File: src/common/tppl_pkg.sv
package tppl_pkg;

  // ----------------------------------------------------------------
  // Bus geometry
  // ----------------------------------------------------------------
  localparam int          TPPL_ADDR_W   = 18;
  localparam logic [1:0]  RESP_OKAY     = 2'h0;
  localparam logic [1:0]  RESP_SLVERR   = 2'h2;

  // ----------------------------------------------------------------
  // Register indices (byte address is four times the index)
  // ----------------------------------------------------------------
  localparam logic [15:0] IDX_POL_ONE   = 16'h2007;
  localparam logic [15:0] IDX_POL_TWO   = 16'h20F7;
  localparam logic [15:0] IDX_CTRL      = 16'h60B8;
  localparam logic [15:0] IDX_STAT      = 16'h60B9;
  localparam logic [15:0] IDX_POS_1R    = 16'h60BA;
  localparam logic [15:0] IDX_POS_1F    = 16'h60BB;
  localparam logic [15:0] IDX_POS_2R    = 16'h60BC;
  localparam logic [15:0] IDX_POS_2F    = 16'h60BD;
  localparam logic [15:0] IDX_CNT_1R    = 16'h60D5;
  localparam logic [15:0] IDX_CNT_1F    = 16'h60D6;
  localparam logic [15:0] IDX_CNT_2R    = 16'h60D7;
  localparam logic [15:0] IDX_CNT_2F    = 16'h60D8;
  localparam logic [15:0] IDX_DIG_IN    = 16'h60FD;
  localparam logic [15:0] IDX_IRQ_STAT  = 16'h6100;
  localparam logic [15:0] IDX_IRQ_MASK  = 16'h6101;

  // ----------------------------------------------------------------
  // Field positions
  // ----------------------------------------------------------------
  localparam int          PROBE_STRIDE  = 8;
  localparam int          CB_EN         = 0;
  localparam int          CB_MODE       = 1;
  localparam int          CB_SRC        = 2;
  localparam int          CB_RISE       = 4;
  localparam int          CB_FALL       = 5;
  localparam logic [7:0]  CFG_MASK      = 8'h35;
  localparam int          SB_RISE       = 1;
  localparam int          SB_FALL       = 2;
  localparam int          DIG_A_BIT     = 26;
  localparam int          DIG_B_BIT     = 27;

  // ----------------------------------------------------------------
  // Reset values
  // ----------------------------------------------------------------
  localparam logic [15:0] RST_POL       = 16'h0001;
  localparam logic [15:0] RST_CTRL      = 16'h0000;
  localparam logic [3:0]  RST_IRQ_MASK  = 4'h0;

  // ----------------------------------------------------------------
  // Whole state of the block
  // ----------------------------------------------------------------
  typedef struct packed {
    logic [15:0]      ctrl;
    logic [15:0]      pol1;
    logic [15:0]      pol2;
    logic [2:0]       meta;
    logic [2:0]       sync;
    logic [1:0]       prev;
    logic [1:0]       chg;
    logic [3:0]       done;
    logic [3:0][31:0] pos;
    logic [3:0][31:0] cnt;
    logic [3:0]       ist;
    logic [3:0]       mask;
    logic             irq;
    logic             awready;
    logic             aw_held;
    logic [15:0]      aw_idx;
    logic             wready;
    logic             w_held;
    logic [31:0]      w_data;
    logic [3:0]       w_strb;
    logic             bvalid;
    logic [1:0]       bresp;
    logic             arready;
    logic             rvalid;
    logic [31:0]      rdata;
    logic [1:0]       rresp;
  } tppl_state_t;

endpackage

File: src/rtl/tppl_probe_latch.sv
`timescale 1ns/1ps

// Summary of operation
// - Polarity bits 0/1 condition inputs A/B
// - Control low byte probe one, high two
// - Single-shot: only rising edge is valid
// - Continuous: rising and falling edges valid
// - Enable, source or edge-enable change clears counters and status
// - Input levels shown at bits 26, 27
// - Bits 1/9 pick single or continuous
// - Bits 2/10 pick input or index
// - Bits 4,5/12,13 enable rise, fall
// - Probe one status bits 1, 2 executed
// - Probe two status bits 9, 10 executed
// - Accepted edge stores signed position
// - Continuous keeps value until next trigger
module tppl_probe_latch
  import tppl_pkg::*;
(
  // Clock and reset
  input  wire logic                   I_SYS_CLK,
  input  wire logic                   I_RST_B,
  // Probe sources
  input  wire logic                   I_TOUCH_INPUT_A,
  input  wire logic                   I_TOUCH_INPUT_B,
  input  wire logic                   I_ENC_INDEX,
  input  wire logic [31:0]            I_POSITION,
  // AXI4-Lite write
  input  wire logic                   I_AWVALID,
  output logic                        O_AWREADY,
  input  wire logic [TPPL_ADDR_W-1:0] I_AWADDR,
  input  wire logic                   I_WVALID,
  output logic                        O_WREADY,
  input  wire logic [31:0]            I_WDATA,
  input  wire logic [3:0]             I_WSTRB,
  output logic                        O_BVALID,
  input  wire logic                   I_BREADY,
  output logic [1:0]                  O_BRESP,
  // AXI4-Lite read
  input  wire logic                   I_ARVALID,
  output logic                        O_ARREADY,
  input  wire logic [TPPL_ADDR_W-1:0] I_ARADDR,
  output logic                        O_RVALID,
  input  wire logic                   I_RREADY,
  output logic [31:0]                 O_RDATA,
  output logic [1:0]                  O_RRESP,
  // Interrupt
  output logic                        O_IRQ
);

  // ----------------------------------------------------------------
  // Helpers
  // ----------------------------------------------------------------
  function automatic logic [31:0] merge_bytes(input logic [31:0] old_v,
                                              input logic [31:0] new_v,
                                              input logic [3:0]  strb);
    logic [31:0] res;
    res = old_v;
    for (int b = 0; b < 4; b++) begin
      if (strb[b]) begin
        res[b*8 +: 8] = new_v[b*8 +: 8];
      end
    end
    return res;
  endfunction

  function automatic logic reg_hit(input logic [15:0] idx);
    case (idx)
      IDX_POL_ONE, IDX_POL_TWO, IDX_CTRL, IDX_STAT,
      IDX_POS_1R, IDX_POS_1F, IDX_POS_2R, IDX_POS_2F,
      IDX_CNT_1R, IDX_CNT_1F, IDX_CNT_2R, IDX_CNT_2F,
      IDX_DIG_IN, IDX_IRQ_STAT, IDX_IRQ_MASK: reg_hit = 1'b1;
      default:                                reg_hit = 1'b0;
    endcase
  endfunction

  tppl_state_t st_q;
  tppl_state_t st_d;

  // ----------------------------------------------------------------
  // Write channel joining
  // ----------------------------------------------------------------
  logic        aw_take;
  logic        w_take;
  logic        aw_have;
  logic        w_have;
  logic        wr_go;
  logic [15:0] wr_idx;
  logic [31:0] wr_data;
  logic [3:0]  wr_strb;
  logic [15:0] rd_idx;
  logic        ar_take;
  logic [31:0] mrg_ctrl;
  logic [31:0] mrg_pol1;
  logic [31:0] mrg_pol2;
  logic [15:0] ctrl_nx;
  logic [31:0] stat_word;
  logic [31:0] dig_word;

  // Address and data may arrive in either order; the first one waits
  assign aw_take  = I_AWVALID & st_q.awready;
  assign w_take   = I_WVALID & st_q.wready;
  assign aw_have  = st_q.aw_held | aw_take;
  assign w_have   = st_q.w_held | w_take;
  assign wr_go    = aw_have & w_have & ~st_q.bvalid;
  assign wr_idx   = st_q.aw_held ? st_q.aw_idx : I_AWADDR[TPPL_ADDR_W-1:2];
  assign wr_data  = st_q.w_held ? st_q.w_data : I_WDATA;
  assign wr_strb  = st_q.w_held ? st_q.w_strb : I_WSTRB;
  assign rd_idx   = I_ARADDR[TPPL_ADDR_W-1:2];
  assign ar_take  = I_ARVALID & st_q.arready;
  assign mrg_ctrl = merge_bytes({16'h0000, st_q.ctrl}, wr_data, wr_strb);
  assign mrg_pol1 = merge_bytes({16'h0000, st_q.pol1}, wr_data, wr_strb);
  assign mrg_pol2 = merge_bytes({16'h0000, st_q.pol2}, wr_data, wr_strb);
  assign ctrl_nx  = (wr_go && wr_idx == IDX_CTRL) ? mrg_ctrl[15:0] : st_q.ctrl;

  // ----------------------------------------------------------------
  // Per-probe edge qualification
  // ----------------------------------------------------------------
  logic [1:0] src_lvl;
  logic [1:0] cfg_chg;
  logic [1:0] rise_ev;
  logic [1:0] fall_ev;
  logic [3:0] acc;

  for (genvar gp = 0; gp < 2; gp++) begin : g_probe
    localparam int B = gp * PROBE_STRIDE;
    // Index pulse bypasses the polarity setting
    assign src_lvl[gp] = st_q.ctrl[B+CB_SRC] ? st_q.sync[2]
                                             : (st_q.sync[gp] ~^ st_q.pol1[gp]);
    assign cfg_chg[gp] = |((ctrl_nx[B +: 8] ^ st_q.ctrl[B +: 8]) & CFG_MASK);
    // Source may just have switched: skip the cycle after a change
    assign rise_ev[gp] = src_lvl[gp] & ~st_q.prev[gp] & ~cfg_chg[gp] & ~st_q.chg[gp];
    assign fall_ev[gp] = ~src_lvl[gp] & st_q.prev[gp] & ~cfg_chg[gp] & ~st_q.chg[gp];
    // Single-shot takes only the first rising edge after enabling
    assign acc[2*gp]   = st_q.ctrl[B+CB_EN] & st_q.ctrl[B+CB_RISE] & rise_ev[gp]
                         & (st_q.ctrl[B+CB_MODE] | ~st_q.done[2*gp]);
    assign acc[2*gp+1] = st_q.ctrl[B+CB_EN] & st_q.ctrl[B+CB_FALL] & fall_ev[gp]
                         & st_q.ctrl[B+CB_MODE];
  end

  // ----------------------------------------------------------------
  // Readable words
  // ----------------------------------------------------------------
  always_comb begin
    stat_word                       = 32'h0000_0000;
    stat_word[CB_EN]                = st_q.ctrl[CB_EN];
    stat_word[PROBE_STRIDE+CB_EN]   = st_q.ctrl[PROBE_STRIDE+CB_EN];
    stat_word[SB_RISE]              = st_q.done[0];
    stat_word[SB_FALL]              = st_q.done[1];
    stat_word[PROBE_STRIDE+SB_RISE] = st_q.done[2];
    stat_word[PROBE_STRIDE+SB_FALL] = st_q.done[3];
    dig_word                        = 32'h0000_0000;
    dig_word[DIG_A_BIT]             = st_q.sync[0];
    dig_word[DIG_B_BIT]             = st_q.sync[1];
  end

  // ----------------------------------------------------------------
  // Next state
  // ----------------------------------------------------------------
  always_comb begin
    st_d = st_q;
    // Pin synchronisers; edge detection looks at the second stage only
    st_d.meta = {I_ENC_INDEX, I_TOUCH_INPUT_B, I_TOUCH_INPUT_A};
    st_d.sync = st_q.meta;
    st_d.prev = src_lvl;
    st_d.chg  = cfg_chg;
    st_d.ctrl = ctrl_nx;

    // Register writes
    if (aw_take) begin
      st_d.aw_idx = I_AWADDR[TPPL_ADDR_W-1:2];
    end
    if (w_take) begin
      st_d.w_data = I_WDATA;
      st_d.w_strb = I_WSTRB;
    end
    st_d.aw_held = aw_have & ~wr_go;
    st_d.w_held  = w_have & ~wr_go;
    if (st_q.bvalid && I_BREADY) begin
      st_d.bvalid = 1'b0;
    end
    if (wr_go) begin
      st_d.bvalid = 1'b1;
      st_d.bresp  = reg_hit(wr_idx) ? RESP_OKAY : RESP_SLVERR;
      case (wr_idx)
        IDX_POL_ONE:  st_d.pol1 = mrg_pol1[15:0];
        IDX_POL_TWO:  st_d.pol2 = mrg_pol2[15:0];
        IDX_IRQ_MASK: st_d.mask = wr_strb[0] ? wr_data[3:0] : st_q.mask;
        IDX_IRQ_STAT: st_d.ist  = st_q.ist & ~(wr_strb[0] ? wr_data[3:0] : 4'h0);
        default:      st_d.bresp = st_d.bresp;
      endcase
    end
    st_d.awready = ~st_d.aw_held & ~st_d.bvalid;
    st_d.wready  = ~st_d.w_held & ~st_d.bvalid;

    // Latching; a change of enable, source or edge enables wipes the probe's history
    for (int p = 0; p < 2; p++) begin
      if (cfg_chg[p]) begin
        st_d.cnt[2*p]      = 32'h0000_0000;
        st_d.cnt[2*p+1]    = 32'h0000_0000;
        st_d.done[2*p +: 2] = 2'h0;
      end
      for (int e = 0; e < 2; e++) begin
        if (acc[2*p+e]) begin
          st_d.pos[2*p+e]  = I_POSITION;
          st_d.cnt[2*p+e]  = st_q.cnt[2*p+e] + 32'h0000_0001;
          st_d.done[2*p+e] = 1'b1;
        end
      end
    end

    // Events win over a same-cycle write-one-to-clear
    st_d.ist = st_d.ist | acc;
    st_d.irq = |(st_d.ist & st_d.mask);

    // Register reads, one cycle after the address is taken
    if (st_q.rvalid && I_RREADY) begin
      st_d.rvalid = 1'b0;
    end
    if (ar_take) begin
      st_d.rvalid = 1'b1;
      st_d.rresp  = reg_hit(rd_idx) ? RESP_OKAY : RESP_SLVERR;
      case (rd_idx)
        IDX_POL_ONE:  st_d.rdata = {16'h0000, st_q.pol1};
        IDX_POL_TWO:  st_d.rdata = {16'h0000, st_q.pol2};
        IDX_CTRL:     st_d.rdata = {16'h0000, st_q.ctrl};
        IDX_STAT:     st_d.rdata = stat_word;
        IDX_POS_1R:   st_d.rdata = st_q.pos[0];
        IDX_POS_1F:   st_d.rdata = st_q.pos[1];
        IDX_POS_2R:   st_d.rdata = st_q.pos[2];
        IDX_POS_2F:   st_d.rdata = st_q.pos[3];
        IDX_CNT_1R:   st_d.rdata = st_q.cnt[0];
        IDX_CNT_1F:   st_d.rdata = st_q.cnt[1];
        IDX_CNT_2R:   st_d.rdata = st_q.cnt[2];
        IDX_CNT_2F:   st_d.rdata = st_q.cnt[3];
        IDX_DIG_IN:   st_d.rdata = dig_word;
        IDX_IRQ_STAT: st_d.rdata = {28'h000_0000, st_q.ist};
        IDX_IRQ_MASK: st_d.rdata = {28'h000_0000, st_q.mask};
        default:      st_d.rdata = 32'h0000_0000;
      endcase
    end
    st_d.arready = ~st_d.rvalid;

    if (!I_RST_B) begin
      st_d      = '0;
      st_d.ctrl = RST_CTRL;
      st_d.pol1 = RST_POL;
      st_d.pol2 = RST_POL;
      st_d.mask = RST_IRQ_MASK;
    end
  end

  always_ff @(posedge I_SYS_CLK) begin
    st_q <= st_d;
  end

  // ----------------------------------------------------------------
  // Outputs
  // ----------------------------------------------------------------
  assign O_AWREADY = st_q.awready;
  assign O_WREADY  = st_q.wready;
  assign O_BVALID  = st_q.bvalid;
  assign O_BRESP   = st_q.bresp;
  assign O_ARREADY = st_q.arready;
  assign O_RVALID  = st_q.rvalid;
  assign O_RDATA   = st_q.rdata;
  assign O_RRESP   = st_q.rresp;
  assign O_IRQ     = st_q.irq;
endmodule

File: config.mk
export PLATFORM = sky130hd
export DESIGN_NAME = tppl_probe_latch
export DESIGN_NICKNAME = d
export VERILOG_FILES = /design/src/common/tppl_pkg.sv /design/src/rtl/tppl_probe_latch.sv
export SDC_FILE = /design/constraint.sdc
export NUM_CORES = 1
export LEC_CHECK = 0
export ABC_AREA = 1
export BUFFER_PORTS_ARGS = -buffer_cell sky130_fd_sc_hd__buf_2
export CAP_MARGIN = 10
export CORE_MARGIN = 5
export CORE_UTILIZATION = 38
export DETAILED_ROUTE_END_ITERATION = 12
export PLACE_DENSITY = 0.58
export SLEW_MARGIN = 0
export SYNTH_ARGS = -nofsm -noshare
export SYNTH_HDL_FRONTEND = slang
export SYNTH_SLANG_ARGS = --single-unit
File: constraint.sdc
create_clock -name I_SYS_CLK -period 3.5 [get_ports I_SYS_CLK]
set_input_delay 0.875 -clock I_SYS_CLK [delete_from_list [all_inputs] [get_ports I_SYS_CLK]]
set_output_delay 0.875 -clock I_SYS_CLK [all_outputs]
set_load 0.05 [all_outputs]
# Yosys cells after proc, flatten, opt, wreduce, memory -nomap -nowiden
# Index checks and enable logic that the tools add are counted.
dict set report word_totals {
  register_bits 404
}
dict set report op_classes {
  n_addsub 4
  eq_ne 30
  muxes 36
  bitwise 61
  n_reduce_logical 16
}
# cell n
set op_table {}
lappend op_table {{$pmux W32 S15} 1}
lappend op_table {{$eq A16 B15 Y1 const B} 26}
lappend op_table {{$add A32 B1 Y32 const B} 4}
lappend op_table {{$mux W32} 4}
lappend op_table {{$mux W64} 2}
lappend op_table {{$eq A16 B14 Y1 const B} 4}
lappend op_table {{$mux W16} 3}
lappend op_table {{$mux W35} 1}
lappend op_table {{$and A1 B1 Y1} 33}
lappend op_table {{$reduce_or A15 Y1} 2}
lappend op_table {{$mux W8} 3}
lappend op_table {{$mux W4} 4}
lappend op_table {{$not A1 Y1} 16}
lappend op_table {{$mux W1} 12}
lappend op_table {{$reduce_and A3 Y1} 4}
lappend op_table {{$reduce_or A4 Y1} 3}
lappend op_table {{$xor A6 B6 Y6} 2}
lappend op_table {{$mux W2} 5}
lappend op_table {{$and A4 B4 Y4} 2}
lappend op_table {{$reduce_bool A2 Y1} 4}
lappend op_table {{$not A4 Y4} 1}
lappend op_table {{$or A1 B1 Y1} 4}
lappend op_table {{$or A4 B4 Y4} 1}
lappend op_table {{$logic_and A1 B1 Y1} 3}
lappend op_table {{2 further kinds} 3}

# Depth between registers and ports, before layout
# Gate-level depths: netlist (run 1).
dict set report depth {
  ltp_word 16
  ltp_mapped 19
  mapped_depth_nobuf 16
}

# Worst setup path before layout (run 1)
# Ideal clock, no wire load.
dict set report synth_path {
  path_type {input to register}
  startpoint {input I_AWVALID}
  endpoint {register st_q[103] (netlist name)}
  setup_ps 132
  t_arrival_ps 2578
  setup_slack_ps 789
  cell_stages 14
  n_path_buf 3
  path_cell_list {nand2_1 nand2_1 nand2_1 nor2_1 inv_2 nor2_4 buf_6 nand4_1 nand2_1 nor2_2 nand3_1 buf_2 buf_2 a21oi_1}
}
dict set report synth_between {
  elab_chain_cells 14
  elab_cells_between_ends 15
  cone_classes {2 x mux; 11 x bitwise; 2 x reduce/logical}
}
# element line_no
set synth_rtl {}
lappend synth_rtl {{start: declaration} tppl_probe_latch.sv:29} ;# input wire logic I_AWVALID,
lappend synth_rtl {{$and A1 B1 Y1 (*)} tppl_probe_latch.sv:101} ;# assign aw_take = I_AWVALID & st_q.awready;
lappend synth_rtl {{$or A1 B1 Y1 (*)} tppl_probe_latch.sv:103} ;# assign aw_have = st_q.aw_held | aw_take;
lappend synth_rtl {{$and A1 B1 Y1 (*) (2 in a row)} tppl_probe_latch.sv:105} ;# assign wr_go = aw_have & w_have & ~st_q.bvalid;
lappend synth_rtl {{$logic_and A1 B1 Y1} tppl_probe_latch.sv:114} ;# assign ctrl_nx = (wr_go && wr_idx == IDX_CTRL) ? mrg_ctrl[15:0] : st_q.ctrl;
lappend synth_rtl {{$mux W16} tppl_probe_latch.sv:114}
lappend synth_rtl {{$xor A6 B6 Y6} tppl_probe_latch.sv:130} ;# assign cfg_chg[gp] = |((ctrl_nx[B +: 8] ^ st_q.ctrl[B +: 8]) & CFG_MASK);
lappend synth_rtl {{$reduce_or A4 Y1} tppl_probe_latch.sv:130}
lappend synth_rtl {{$not A1 Y1} tppl_probe_latch.sv:133} ;# assign fall_ev[gp] = ~src_lvl[gp] & st_q.prev[gp] & ~cfg_chg[gp] & ~st_q.chg[gp];
lappend synth_rtl {{$and A1 B1 Y1 (2 in a row)} tppl_probe_latch.sv:133}
lappend synth_rtl {{$and A1 B1 Y1} tppl_probe_latch.sv:137} ;# assign acc[2*gp+1] = st_q.ctrl[B+CB_EN] & st_q.ctrl[B+CB_FALL] & fall_ev[gp]
lappend synth_rtl {{$and A1 B1 Y1} tppl_probe_latch.sv:138} ;# & st_q.ctrl[B+CB_MODE];
lappend synth_rtl {{$or A4 B4 Y4 (*)} tppl_probe_latch.sv:213} ;# st_d.ist = st_d.ist | acc;
lappend synth_rtl {{end signal: assignment} tppl_probe_latch.sv:254} ;# st_q <= st_d;
lappend synth_rtl {{end: declaration} tppl_probe_latch.sv:77} ;# tppl_state_t st_q;
# Mark *: on every way between the ends. The rest lies on a longest branch, timed or not.
# A chain may end at the register's enable or synchronous reset.

# Worst setup path after layout (run 1)
dict set report layout_path {
  startpoint {register st_q[93] (netlist name)}
  endpoint {register st_q[133] (netlist name)}
}
dict set report layout_between {
  elab_chain_cells 13
  elab_cells_between_ends 16
  cone_classes {1 x eq/ne; 3 x mux; 9 x bitwise; 3 x reduce/logical}
}
# element line_no
set layout_rtl {}
lappend layout_rtl {{parallel branches: the longest is 3 deep, another holds $mux W16} n/a}
lappend layout_rtl {{$logic_and A1 B1 Y1 (*)} tppl_probe_latch.sv:114}
lappend layout_rtl {{$mux W16 (*)} tppl_probe_latch.sv:114}
lappend layout_rtl {{$xor A6 B6 Y6 (*)} tppl_probe_latch.sv:130}
lappend layout_rtl {{$reduce_or A4 Y1 (*)} tppl_probe_latch.sv:130}
lappend layout_rtl {{$not A1 Y1} tppl_probe_latch.sv:132} ;# assign rise_ev[gp] = src_lvl[gp] & ~st_q.prev[gp] & ~cfg_chg[gp] & ~st_q.chg[gp];
lappend layout_rtl {{$and A1 B1 Y1 (2 in a row)} tppl_probe_latch.sv:132}
lappend layout_rtl {{$and A1 B1 Y1} tppl_probe_latch.sv:135} ;# assign acc[2*gp] = st_q.ctrl[B+CB_EN] & st_q.ctrl[B+CB_RISE] & rise_ev[gp]
lappend layout_rtl {{$and A1 B1 Y1} tppl_probe_latch.sv:136} ;# & (st_q.ctrl[B+CB_MODE] | ~st_q.done[2*gp]);
lappend layout_rtl {{$mux W32 or $reduce_bool A2 Y1 (tied branches)} n/a}
# Every way passes the cells marked *.

==> results of run 1 <==
==> Yosys cell counts (5+ instances only) <==
cell / number
a21oi_1: 282
inv_2: 6
o21a_1: 7
o21ai_0: 224
nand2_1: 491
o221ai_1: 15
o22ai_1: 74
nand4_1: 52
nor3_1: 82
o211ai_1: 13
nor2_2: 7
dfxtp_1: 402
inv_1: 377
nor2_1: 270
xor2_1: 64
a221oi_1: 7
buf_4: 43
or2_2: 5
buf_2: 29
nand3b_1: 5
a211oi_1: 26
nand3_1: 105
nor3b_1: 7
clkbuf_1: 79
nor4_1: 22
==> final cells by class <==
type	instances	area [um^2]	share of cell area
multi-input combinational	1790	8810	0.403
sequential	402	8050	0.368
inverter	387	1460	0.0665
clock buffer	71	1380	0.0629
timing repair buffer	187	1200	0.0550
tap	672	841	0.0385
clock inverter	12	133	0.00607
antenna	2	5.00	0.000229
==> kinds of logic (layout without fill, tap and decap cells) <==
group | Yosys count | in the layout | share of synthesized area
adder cells (fa/ha/maj) | 4 | 4 | 0.00262
AND/OR/NAND/NOR | 1057 | 1057 | 0.236
flip-flops | 402 | 402 | 0.421
buffers and inverters | 545 | 657 | 0.119
multiplexers | 2 | 2 | 0.00105
other | 1 | 4 | 0.000196
AO/OA/AOI/OAI | 658 | 658 | 0.189
XOR/XNOR | 67 | 67 | 0.0307
==> metrics by stage <==
stage | hold slack, ns | util | power, uW | cells | setup WS [ns]
floorplan | 0.390 | - | 5110 | 2737 | 0.789
finish | 0.401 | 0.438 | 10000 | 3523 | 0.511
detailed placement | 0.409 | 0.407 | 5320 | 3438 | 0.202
CTS | 0.413 | 0.438 | 10100 | 3521 | 0.543
global route | 0.432 | 0.438 | 10400 | 3521 | 0.323
global placement | 0.407 | 0.407 | 5310 | 3438 | 0.269
==> metal layers <==
layer,wire length [um],up-vias
li1,-,9114
met1,28100,8599
met2,28200,596
met3,3770,125
met4,2620,4
met5,27,-
==> worst register-to-register path, cell delays in order (launching register included) <==
cell     delay [ns]
dfxtp_1        0.47
buf_4          0.23
nand2_1        0.07
nand2_1        0.13
nand2_1        0.13
nor2_1         0.19
nand2_2        0.12
nor2_4         0.29
nand4_1        0.16
nand2_1        0.13
nor2_2         0.08
nand2_2        0.18
nor2_2         0.12
inv_2          0.12
buf_4          0.35
nor3b_1        0.11
==> path summary, 6_finish.rpt <==
check | cells after the start | from | slack (ns) | to
max | 15 | st_q[93]$_SDFF_PN0_ | 0.51 | st_q[133]$_SDFFE_PN0P_
min | 2 | st_q[373]$_SDFF_PN0_ | 0.40 | st_q[370]$_SDFF_PN0_
max reg2reg | 15 | st_q[93]$_SDFF_PN0_ | 0.51 | st_q[133]$_SDFFE_PN0P_
min reg2reg | 2 | st_q[373]$_SDFF_PN0_ | 0.40 | st_q[370]$_SDFF_PN0_
==> layout by cell type (no fill, tap or decap), drive strengths merged, types with 11 or more instances in the layout <==
| cell type | count |
|---|---|
| nand2 | 493 |
| dfxtp | 402 |
| inv | 387 |
| a21oi | 282 |
| nor2 | 279 |
| o21ai | 225 |
| buf | 187 |
| nand3 | 107 |
| nor3 | 82 |
| o22ai | 74 |
| clkbuf | 71 |
| xor2 | 64 |
| nand4 | 52 |
| a211oi | 26 |
| nor4 | 23 |
| o221ai | 15 |
| o211ai | 13 |
| clkinv | 11 |
==> sequential cells by signal (all words and copies together) (netlist names), named ones only <==
signal / count
O_RVALID: 1
O_ARREADY: 1
O_RDATA: 32
O_IRQ: 1
st_q: 356
O_RRESP: 1
dig_word: 2
O_BVALID: 1
O_AWREADY: 1
O_WREADY: 1
O_BRESP: 1
==> where the power goes <==
part	internal, uW	switching, uW
clock network	2790	2020
logic	160	404
registers	4630	26.0
total	7580	2450
==> out/results.tsv, run 1 <==
stage	metric	value	unit
setup_path	path_delay_family	simple AND/OR/NAND/NOR gates	
floorplanning	io_pins	156	
clock_network	ctsHtreeMaxLevel	2	
drt	vias_per_cell	5.23	
timing	timing.fmax	0.335	GHz
drt	dr.pass1.iters	5	
setup_path	crit_fanout	31	
timing	tightestPinTransition	0.763	ns
timing	setup_violations	0	
grt	grt_pass1_wl	96200	um
flow_run	cap_violations	0	
floorplanning	die_w	234	um
drt	initialDrtViolationCount	1389	
timing	fin_crit_sh	0.854	
drt	remaining_drc_errors	0	
clock_network	numCtsBuffers	46	
grt	grt_busiest_layer	met2	
yosys	ys.flop_type	dfxtp_1	
drt	drtAntennaViolNets	0	
timing	rsz0062_at_grt	false	
pwr	vdd_drop_max	0.332	mV
yosys	synth_area	0.0191	mm^2
clock_network	cts_root_buf	clkbuf_16	
yosys	syn_avg_cell_area	6.98	um^2
clock_network	cts_tree	done	
clock_network	cts.sinks	402	
final_layout	stdcell_area	0.0219	mm^2
clock_network	clk_latency	0.59	ns
placed_design	place_area	0.0204	mm^2
clock_network	clkSlewWorstSetupHoldPaths	0.06	ns
grt	grtUsageTotal	0.222	
floorplanning	die-height	234	um
clock_network	cts_hold_buf	0	
yosys	synth_seq_cells	402	
timing	hold_viol	0	
clock_network	postCtsResizedCells	0	
yosys	ys_warn_count	0	
floorplanning	core_area	0.0500	mm^2
floorplanning	rows	82	
drt	routedWlPerCell	17.8	um
final_layout	nets	2932	
yosys	postSynthCellCount	2736	
yosys	synth_edf_count	0	
placed_design	io_buffers	131	
run_status	status	complete, no violations	
setup_path	cp.required	3.96	ns
yosys	synth_top_area_frac	0.421	
grt	grt-ovfl-total	0	
setup_path	crit_type	flop to flop	
setup_path	path_common_cell	nand2_1	
drt	finalWirelength	62700	um
setup_path	crit_buf_inv	3	
timing	slew_headroom	0.492	
grt	grt_max_degree	183	
setup_path	cp.arrival	3.45	ns
pwr	pwr_density_cell	459	mW/mm^2
clock_network	postCtsSetupRepairBufs	0	
setup_path	crit_chain	buf_4 > nand2_1 > nand2_1 > nand2_1 > nor2_1 > nand2_2 > nor2_4 > nand4_1 > nand2_1 > nor2_2 > nand2_2 > nor2_2 > inv_2 > buf_4 > nor3b_1	
yosys	synth.distinct_cells	44	
floorplanning	die-area	0.0549	mm^2
timing	timing.setup.tns	0	ns
setup_path	cpMaxStageDelayCell	dfxtp_1	
yosys	ys_seq_area_frac	0.421	
grt	met2_usage	0.357	
grt	grt_pass1_vias	17200	
worst_hold_path	hold_class	flop to flop	
yosys	ys_async_sr_fraction	0	
final_layout	n_fill_cell	5208	
clock_network	clockBufferDepth	3	
placed_design	gp_congestion	0.891	
final_layout	drive_gt1_frac	0.101	
timing	clock_skew	0.0246	ns
grt	antenna_found_initial	6	
drt	dr_total_vias	18400	
final_layout	area.growth.synth_to_final	14.4	%
grt	globalRouteMet1Util	0.302	
setup_path	slowest_delay	0.47	ns
yosys	synth_area_leaders	dfxtp_1 42%, nand2_1 9.6%, inv_1 7.4%, a21oi_1 7.4%, o21ai_0 5.9%	
yosys	yosysTopAreaCell	dfxtp_1	
pwr	p_leak	0.00813	uW
placed_design	hpwl	46100	um
setup_path	crit_path_end_kind	flop	
timing	period_needed	2.99	ns
timing	final_max_slew_viol_count	0	
grt	grtUsageMet3	0.0315	
setup_path	critPathLaunchType	flop	
floorplanning	start_util	0.382	
Power figures use the tool's default switching activity.
==> run 2: changes to the inputs <==
- ABC_AREA: 1 -> default
- PLACE_DENSITY: 0.58 -> 0.62
==> run 2 against run 1 <==
Core utilization rose by 0.20 points. Worst hold slack improved by 0.033 ns. Critical path type unchanged. Count of clock-buffer cells in the layout shrank 13. Clock power down 4%. Critical path depth shrank 7. Flip-flop and latch count unchanged. Non-clock buffer count increased by 11. Sequential share of layout area grew 0.75 points. Via count down 15%.
==> out/results.tsv, run 2 <==
stage	metric	value	unit	change
run_status	status	complete, no violations		
yosys	synth_seq_cells	402		unchanged
placed_design	dp_slack	0.242	ns	+0.0395 ns
pwr	p_leak	0.00860	uW	+5.8%
setup_path	r2r-end	O_IRQ$_SDFF_PN0_		
pwr	internal_power	7510	uW	-0.98%
yosys	yosys-top-cells-count	402 x dfxtp_1, 370 x nor2_1, 187 x mux2i_1		
pwr	clkPwrFrac	0.474		-0.006
grt	antenna_found_initial	1		-5
placed_design	dp.cells	2767		-20%
drt	remaining_drc_errors	0		unchanged
timing	hold_viol	0		unchanged
final_layout	largest_reg_flops	356		unchanged
yosys	synth-simple-area-share	0.208		-0.0282
grt	grt_pass1_vias	15200		-11%
drt	drtAntennaViolNets	0		unchanged
timing	holdWs	0.434	ns	+0.0333 ns
yosys	syn_avg_cell_area	9.06	um^2	+30%
setup_path	crit_path_end	O_IRQ$_SDFF_PN0_		
timing	final_max_slew_viol_count	0		unchanged
placed_design	gp_congestion	0.899		+0.95%
yosys	ys_async_sr_fraction	0		unchanged
setup_path	ff2ff_path_depth	8		-7
timing	setup_violations	0		unchanged
placed_design	hpwl	39200	um	-15%
timing	timing.setup.tns	0	ns	unchanged
pwr	switching_share	0.229		-0.0145
grt	grt-ovfl-total	0		unchanged
final_layout	final_cells	2843		-19%
drt	dr.pass1.iters	5		unchanged
setup_path	timing.rr.start	st_q[93]$_SDFF_PN0_		
clock_network	numCtsBuffers	43		-6.5%
yosys	synth_compound_area_frac	0.120		-0.0694
yosys	synth.distinct_cells	83		+89%
yosys	synth_top_area_frac	0.432		+0.0104
setup_path	crit_chain	buf_4 > nor3b_1 > o211a_1 > o2111ai_1 > a21o_1 > mux2i_1 > a211oi_1 > a2111o_1		
yosys	ys.flop_type	dfxtp_1		
yosys	synth_fa_ha_area_frac	0.00268		+0.0000645
timing	timing.fmax	0.329	GHz	-1.8%
setup_path	cp.arrival	3.47	ns	+0.02 ns
final_layout	multi_input_area	0.00978	mm^2	+11%
clock_network	postCtsResizedCells	0		unchanged
setup_path	critPathLaunchType	flop		
setup_path	r2r_slack	0.46	ns	-0.05 ns
clock_network	cts_hold_buf	0		unchanged
flow_run	cap_violations	0		unchanged
pwr	vdd_drop_max	0.369	mV	+11%
pwr	seq_power_share	0.476		+0.012
yosys	postSynthCellCount	2059		-25%
final_layout	area.growth.synth_to_final	14.9	%	
yosys	synth_xor_area_frac	0.0549		+0.0242
worst_hold_path	hold_class	flop to flop		
worst_hold_path	hold_path_depth	1		-1
timing	timing.final.ws_setup	0.457	ns	-0.0541 ns
setup_path	slowest_delay	0.80	ns	+0.33 ns
final_layout	drive_gt1_frac	0.166		+0.0650
setup_path	cpMaxStageDelayCell	dfxtp_1		
final_layout	largest-register	st_q		
yosys	synth_most_common_cell	dfxtp_1		
yosys	muxShareOfSynthArea	0.136		+0.135
timing	period_needed	3.04	ns	+0.0541 ns
timing	clock_skew	0.0157	ns	-0.00885 ns
grt	grt_pass1_wl	86100	um	-10%
setup_path	cp.required	3.93	ns	-0.03 ns
floorplanning	core_area	0.0487	mm^2	-2.4%
setup_path	crit_type	flop to flop		
timing	fin_crit_sh	0.869		+0.0155
floorplanning	io_pins	156		unchanged
setup_path	crit_fanout	16		-48%
drt	dr_total_vias	15600		-15%
clock_network	cts.sinks	402		unchanged
worst_hold_path	hold_start	st_q[373]$_SDFF_PN0_		
pwr	switchingPower	2240	uW	-8.6%
yosys	synth_edf_count	0		unchanged
final_layout	mostFrequentLayoutCell	dfxtp_1		
final_layout	nets	2266		-23%
yosys	synth_area_leaders	dfxtp_1 43%, mux2i_1 10%, nor2_1 7.4%, nand2_1 3.4%, mux2_2 3.3%		
final_layout	final_cell_mix	402 x dfxtp_1, 369 x nor2_1, 187 x mux2i_1		
pwr	pwr-share-comb	0.050		-0.006
final_layout	regArea	0.00805	mm^2	unchanged
final_layout	n_fill_cell	4760		-8.6%
yosys	ys_seq_area_frac	0.432		+0.0104
drt	routedWlPerCell	19.5	um	+9.5%
grt	grt_max_degree	67		-63%
clock_network	cts_tree	done		
yosys	ys_warn_count	0		unchanged
clock_network	clk_latency	0.55	ns	-0.04 ns
drt	finalWirelength	55500	um	-12%
timing	tightestPinTransition	0.754	ns	-0.00841 ns
yosys	yosysTopAreaCell	dfxtp_1		
yosys	synth_top_family_by_area	simple AND/OR/NAND/NOR gates		
floorplanning	die-height	232	um	-1.2%
clock_network	cts_root_buf	clkbuf_16		
floorplanning	start_util	0.383		about the same
timing	rsz0062_at_grt	false		
setup_path	crit_path_end_kind	flop		
grt	grtUsageTotal	0.200		-0.0223
floorplanning	die_w	232	um	-1.2%
floorplanning	die-area	0.0536	mm^2	-2.3%
placed_design	io_buffers	131		unchanged
setup_path	cp-startpoint	st_q[93]$_SDFF_PN0_		
clock_network	clkSlewWorstSetupHoldPaths	0.06	ns	about the same
clock_network	postCtsSetupRepairBufs	0		unchanged
floorplanning	rows	81		-1.2%
pwr	pwr_density_cell	455	mW/mm^2	-0.87%
timing	slew_headroom	0.497		+0.00492
drt	vias_per_cell	5.49		+4.9%
drt	initialDrtViolationCount	1360		-2.1%
yosys	synth_area	0.0187	mm^2	-2.4%
clock_network	clockBufferDepth	3		unchanged
clock_network	ctsHtreeMaxLevel	2		unchanged
-- run 2: cell types whose count changed in the layout (fill, tap and decap cells not counted), sizes merged, moves of 23 or more --
cell / previous run / this run
inv: 387 / 19
nand2: 493 / 168
a21oi: 282 / 77
mux2i: 2 / 187
o21ai: 225 / 44
nor2: 279 / 372
o22ai: 74 / 4
mux2: 0 / 55
xnor2: 3 / 58
nand3: 107 / 53
nor3: 82 / 32
a22oi: 0 / 49
a222oi: 0 / 23
-- run 2: power by group through the flow --
stage / registers [uW] / clock network, uW / logic, uW
floorplan: 4740 / 0 / 282
global placement: 4740 / 0 / 479
detailed placement: 4740 / 0 / 487
CTS: 4640 / 4710 / 490
global route: 4640 / 4900 / 531
finish: 4640 / 4620 / 491
-- run 2: worst max-delay path: cells and delay by family, from the launching register on --
kind	cells	cell delay [ns]
muxes	1	0.23
and+or+nand+nor	1	0.23
buffers and inverters	1	0.28
AOI/OAI and AO/OA	5	1.35
DFF	1	0.80
-- run 2: worst min-delay path by stage --
stage / end
global placement: st_q[370]$_SDFF_PN0_
floorplan: dig_word[26]$_SDFF_PN0_
CTS: st_q[370]$_SDFF_PN0_
global route: st_q[370]$_SDFF_PN0_
finish: st_q[370]$_SDFF_PN0_
detailed placement: st_q[370]$_SDFF_PN0_
-- run 2: cell type report --
| cell class | count | share of cell area |
|---|---|---|
| Clock inverter | 17 | 0.00917 |
| Inverter | 19 | 0.00356 |
| Multi-Input combinational cell | 1484 | 0.456 |
| Timing Repair Buffer | 198 | 0.0593 |
| Tap cell | 664 | 0.0388 |
| Clock buffer | 58 | 0.0572 |
| Sequential cell | 402 | 0.375 |
| Antenna cell | 1 | 0.000117 |
-- run 2: cell families (layout without fill, tap and decap cells) --
logic type	count (synthesis)	count (layout)
AO/OA/AOI/OAI	310	310
XOR/XNOR	117	117
adder cells (fa/ha/maj)	4	4
buffers and inverters	174	292
flip-flops	402	402
multiplexers	244	244
other	1	3
AND/OR/NAND/NOR	807	807
-- run 2: metrics by stage --
step / power (uW) / area (um^2) / util
6_report: 9750 / 21400 / 0.440
3_3_place_gp: 5220 / 20000 / 0.410
3_5_place_dp: 5230 / 20000 / 0.410
5_1_grt: 10100 / 21400 / 0.440
2_1_floorplan: 5020 / 18700 / -
4_1_cts: 9830 / 21400 / 0.440
-- run 2: per-layer routing --
layer / wire (um) / global-route usage / vias to the layer above / share of wire
met5: 0 / 0 / - / 0
met4: 1910 / 0.0659 / 0 / 0.034
met3: 3870 / 0.0380 / 104 / 0.070
met2: 25600 / 0.326 / 510 / 0.46
met1: 24100 / 0.269 / 7533 / 0.43
li1: - / - / 7457 / -
==> run 3: changes to the inputs <==
- SETUP_SLACK_MARGIN: default -> 0.5
==> run 3 against run 2 <==
Routed wire length increased by 0.24%. Flip-flop and latch count stayed put. Via count down 0.39%. Die area unchanged. Power about the same. Final cell count hardly changed. Fmax grew 9.6%. Clock power hardly changed. Worst hold slack is essentially flat. Combinational power barely moved. Sequential power is essentially flat. Critical path type unchanged.
==> out/results.tsv, run 3 (same netlist as run 2, synthesis figures left out) <==
stage	metric	value	unit	change
floorplanning	die-area	0.0536	mm^2	unchanged
placed_design	dp_slack	0.242	ns	unchanged
placed_design	place_area	0.0200	mm^2	unchanged
pwr	p_leak	0.00860	uW	about the same
timing	setup_violations	0		unchanged
final_layout	mostFrequentLayoutCell	dfxtp_1		
final_layout	drive_gt1_frac	0.167		+0.000918
pwr	vdd_drop_max	0.370	mV	+0.10%
setup_path	crit_type	flop to flop		
clock_network	cts.sinks	402		unchanged
floorplanning	die-height	232	um	unchanged
clock_network	cts_tree	done		
timing	fin_crit_sh	0.793		-0.0762
drt	routedWlPerCell	19.5	um	+0.17%
timing	clock_skew	0.0165	ns	+0.000848 ns
flow_run	cap_violations	0		unchanged
setup_path	crit_path_end_kind	flop		
placed_design	io_buffers	131		unchanged
floorplanning	die_w	232	um	unchanged
setup_path	cp-startpoint	st_q[75]$_SDFF_PN0_		
timing	hold_viol	0		unchanged
timing	timing.setup.tns	0	ns	unchanged
drt	vias_per_cell	5.46		-0.46%
setup_path	r2r-end	O_IRQ$_SDFF_PN0_		
drt	finalWirelength	55600	um	+0.24%
timing	slew_headroom	0.503		+0.00682
pwr	finalPower	9750	uW	about the same
setup_path	cp.arrival	3.21	ns	-0.26 ns
placed_design	hpwl	39200	um	unchanged
grt	grt_pass1_vias	15200		unchanged
final_layout	final_cell_mix	401 x dfxtp_1, 369 x nor2_1, 186 x mux2i_1		
setup_path	critPathLaunchType	flop		
setup_path	crit_path_end	O_IRQ$_SDFF_PN0_		
drt	remaining_drc_errors	0		unchanged
grt	antenna_found_initial	1		unchanged
timing	timing.final.ws_setup	0.723	ns	+0.267 ns
placed_design	gp_congestion	0.899		unchanged
timing	period_needed	2.78	ns	-0.267 ns
floorplanning	core_area	0.0487	mm^2	unchanged
final_layout	fin_util	0.440		about the same
setup_path	crit_fanout	25		+9
grt	grtUsageTotal	0.200		unchanged
final_layout	nets	2266		unchanged
pwr	pwr_density_cell	455	mW/mm^2	about the same
clock_network	clk_latency	0.55	ns	about the same
drt	dr_total_vias	15500		-0.39%
drt	initialDrtViolationCount	1465		+7.7%
setup_path	cp.required	3.93	ns	about the same
setup_path	timing.rr.start	st_q[75]$_SDFF_PN0_		
clock_network	clockBufferDepth	3		unchanged
final_layout	stdcell_area	0.0214	mm^2	about the same
clock_network	clkSlewWorstSetupHoldPaths	0.06	ns	about the same
floorplanning	io_pins	156		unchanged
drt	drtAntennaViolNets	0		unchanged
drt	dr.pass1.iters	5		unchanged
worst_hold_path	hold_class	flop to flop		
final_layout	largest_reg_flops	356		unchanged
setup_path	r2r_slack	0.72	ns	+0.27 ns
grt	grt_max_degree	67		unchanged
floorplanning	start_util	0.383		unchanged
timing	final_max_slew_viol_count	0		unchanged
grt	grt_pass1_wl	86100	um	unchanged
final_layout	area.growth.synth_to_final	15.0	%	about the same
clock_network	numCtsBuffers	43		unchanged
grt	grt-ovfl-total	0		unchanged
floorplanning	rows	81		unchanged
clock_network	ctsHtreeMaxLevel	2		unchanged
setup_path	ff2ff_path_depth	9		+1
final_layout	largest-register	st_q		
run_status	status	complete, no violations		
clock_network	cts_root_buf	clkbuf_16		
clock_network	cts_hold_buf	0		unchanged
timing	timing.fmax	0.360	GHz	+9.6%
timing	tightestPinTransition	0.743	ns	-0.0110 ns
timing	rsz0062_at_grt	false		
-- run 3: cell type report --
| class | count | area [um^2] |
|---|---|---|
| flip-flops and latches | 402 | 8050 |
| clock buffers | 58 | 1220 |
| well taps | 664 | 831 |
| fillers | 4758 | 27300 |
| clock inverters | 17 | 196 |
| inverters | 19 | 76.3 |
| repair buffers | 198 | 1270 |
| multi-input cells | 1484 | 9790 |
| diodes | 3 | 7.51 |
-- run 3: worst min path at each step --
stage	startpoint	depth (start not counted)	to	slack [ns]
2_1_floorplan	st_q[371]$_SDFF_PN0_	1	dig_word[26]$_SDFF_PN0_	0.41
3_3_place_gp	st_q[373]$_SDFF_PN0_	1	st_q[370]$_SDFF_PN0_	0.42
3_5_place_dp	st_q[373]$_SDFF_PN0_	1	st_q[370]$_SDFF_PN0_	0.42
4_1_cts	st_q[373]$_SDFF_PN0_	1	st_q[370]$_SDFF_PN0_	0.43
5_1_grt	st_q[373]$_SDFF_PN0_	1	st_q[370]$_SDFF_PN0_	0.45
6_report	st_q[373]$_SDFF_PN0_	1	st_q[370]$_SDFF_PN0_	0.43
-- run 3: where the power goes --
part / total (uW) / leakage [uW] / switching [uW] / internal [uW]
logic: 491 / 0.00466 / 334 / 157
clock network: 4620 / 0.000696 / 1880 / 2750
registers: 4640 / 0.00324 / 28.9 / 4610
total: 9750 / 0.00860 / 2240 / 7510
-- run 3: per-layer routing --
layer	global-route usage	part of all wire	up-vias
met5	0	0	-
met4	0.0659	0.034	0
met3	0.0380	0.069	105
met2	0.326	0.46	488
met1	0.269	0.44	7504
li1	-	-	7446
-- run 3: timing repair --
item,in CTS,in global routing
setup buffers,0,0
gates resized for setup,0,2
setup endpoints to repair,0,186
-- run 3: critical path: stages, from the launching register on --
cell and delay, ns:
dfxtp_1 0.31, buf_4 0.32, mux2i_1 0.23, nor4_1 0.34, buf_4 0.19, o2111ai_1 0.22
a21o_1 0.32, mux2i_1 0.23, a211oi_1 0.09, a2111o_1 0.41
-- run 3: stage by stage --
step           hold slack, ns  instances
3_3_place_gp            0.421       2767
4_1_cts                 0.434       2842
6_report                0.434       2845
3_5_place_dp            0.421       2767
5_1_grt                 0.455       2842
2_1_floorplan           0.412       2060
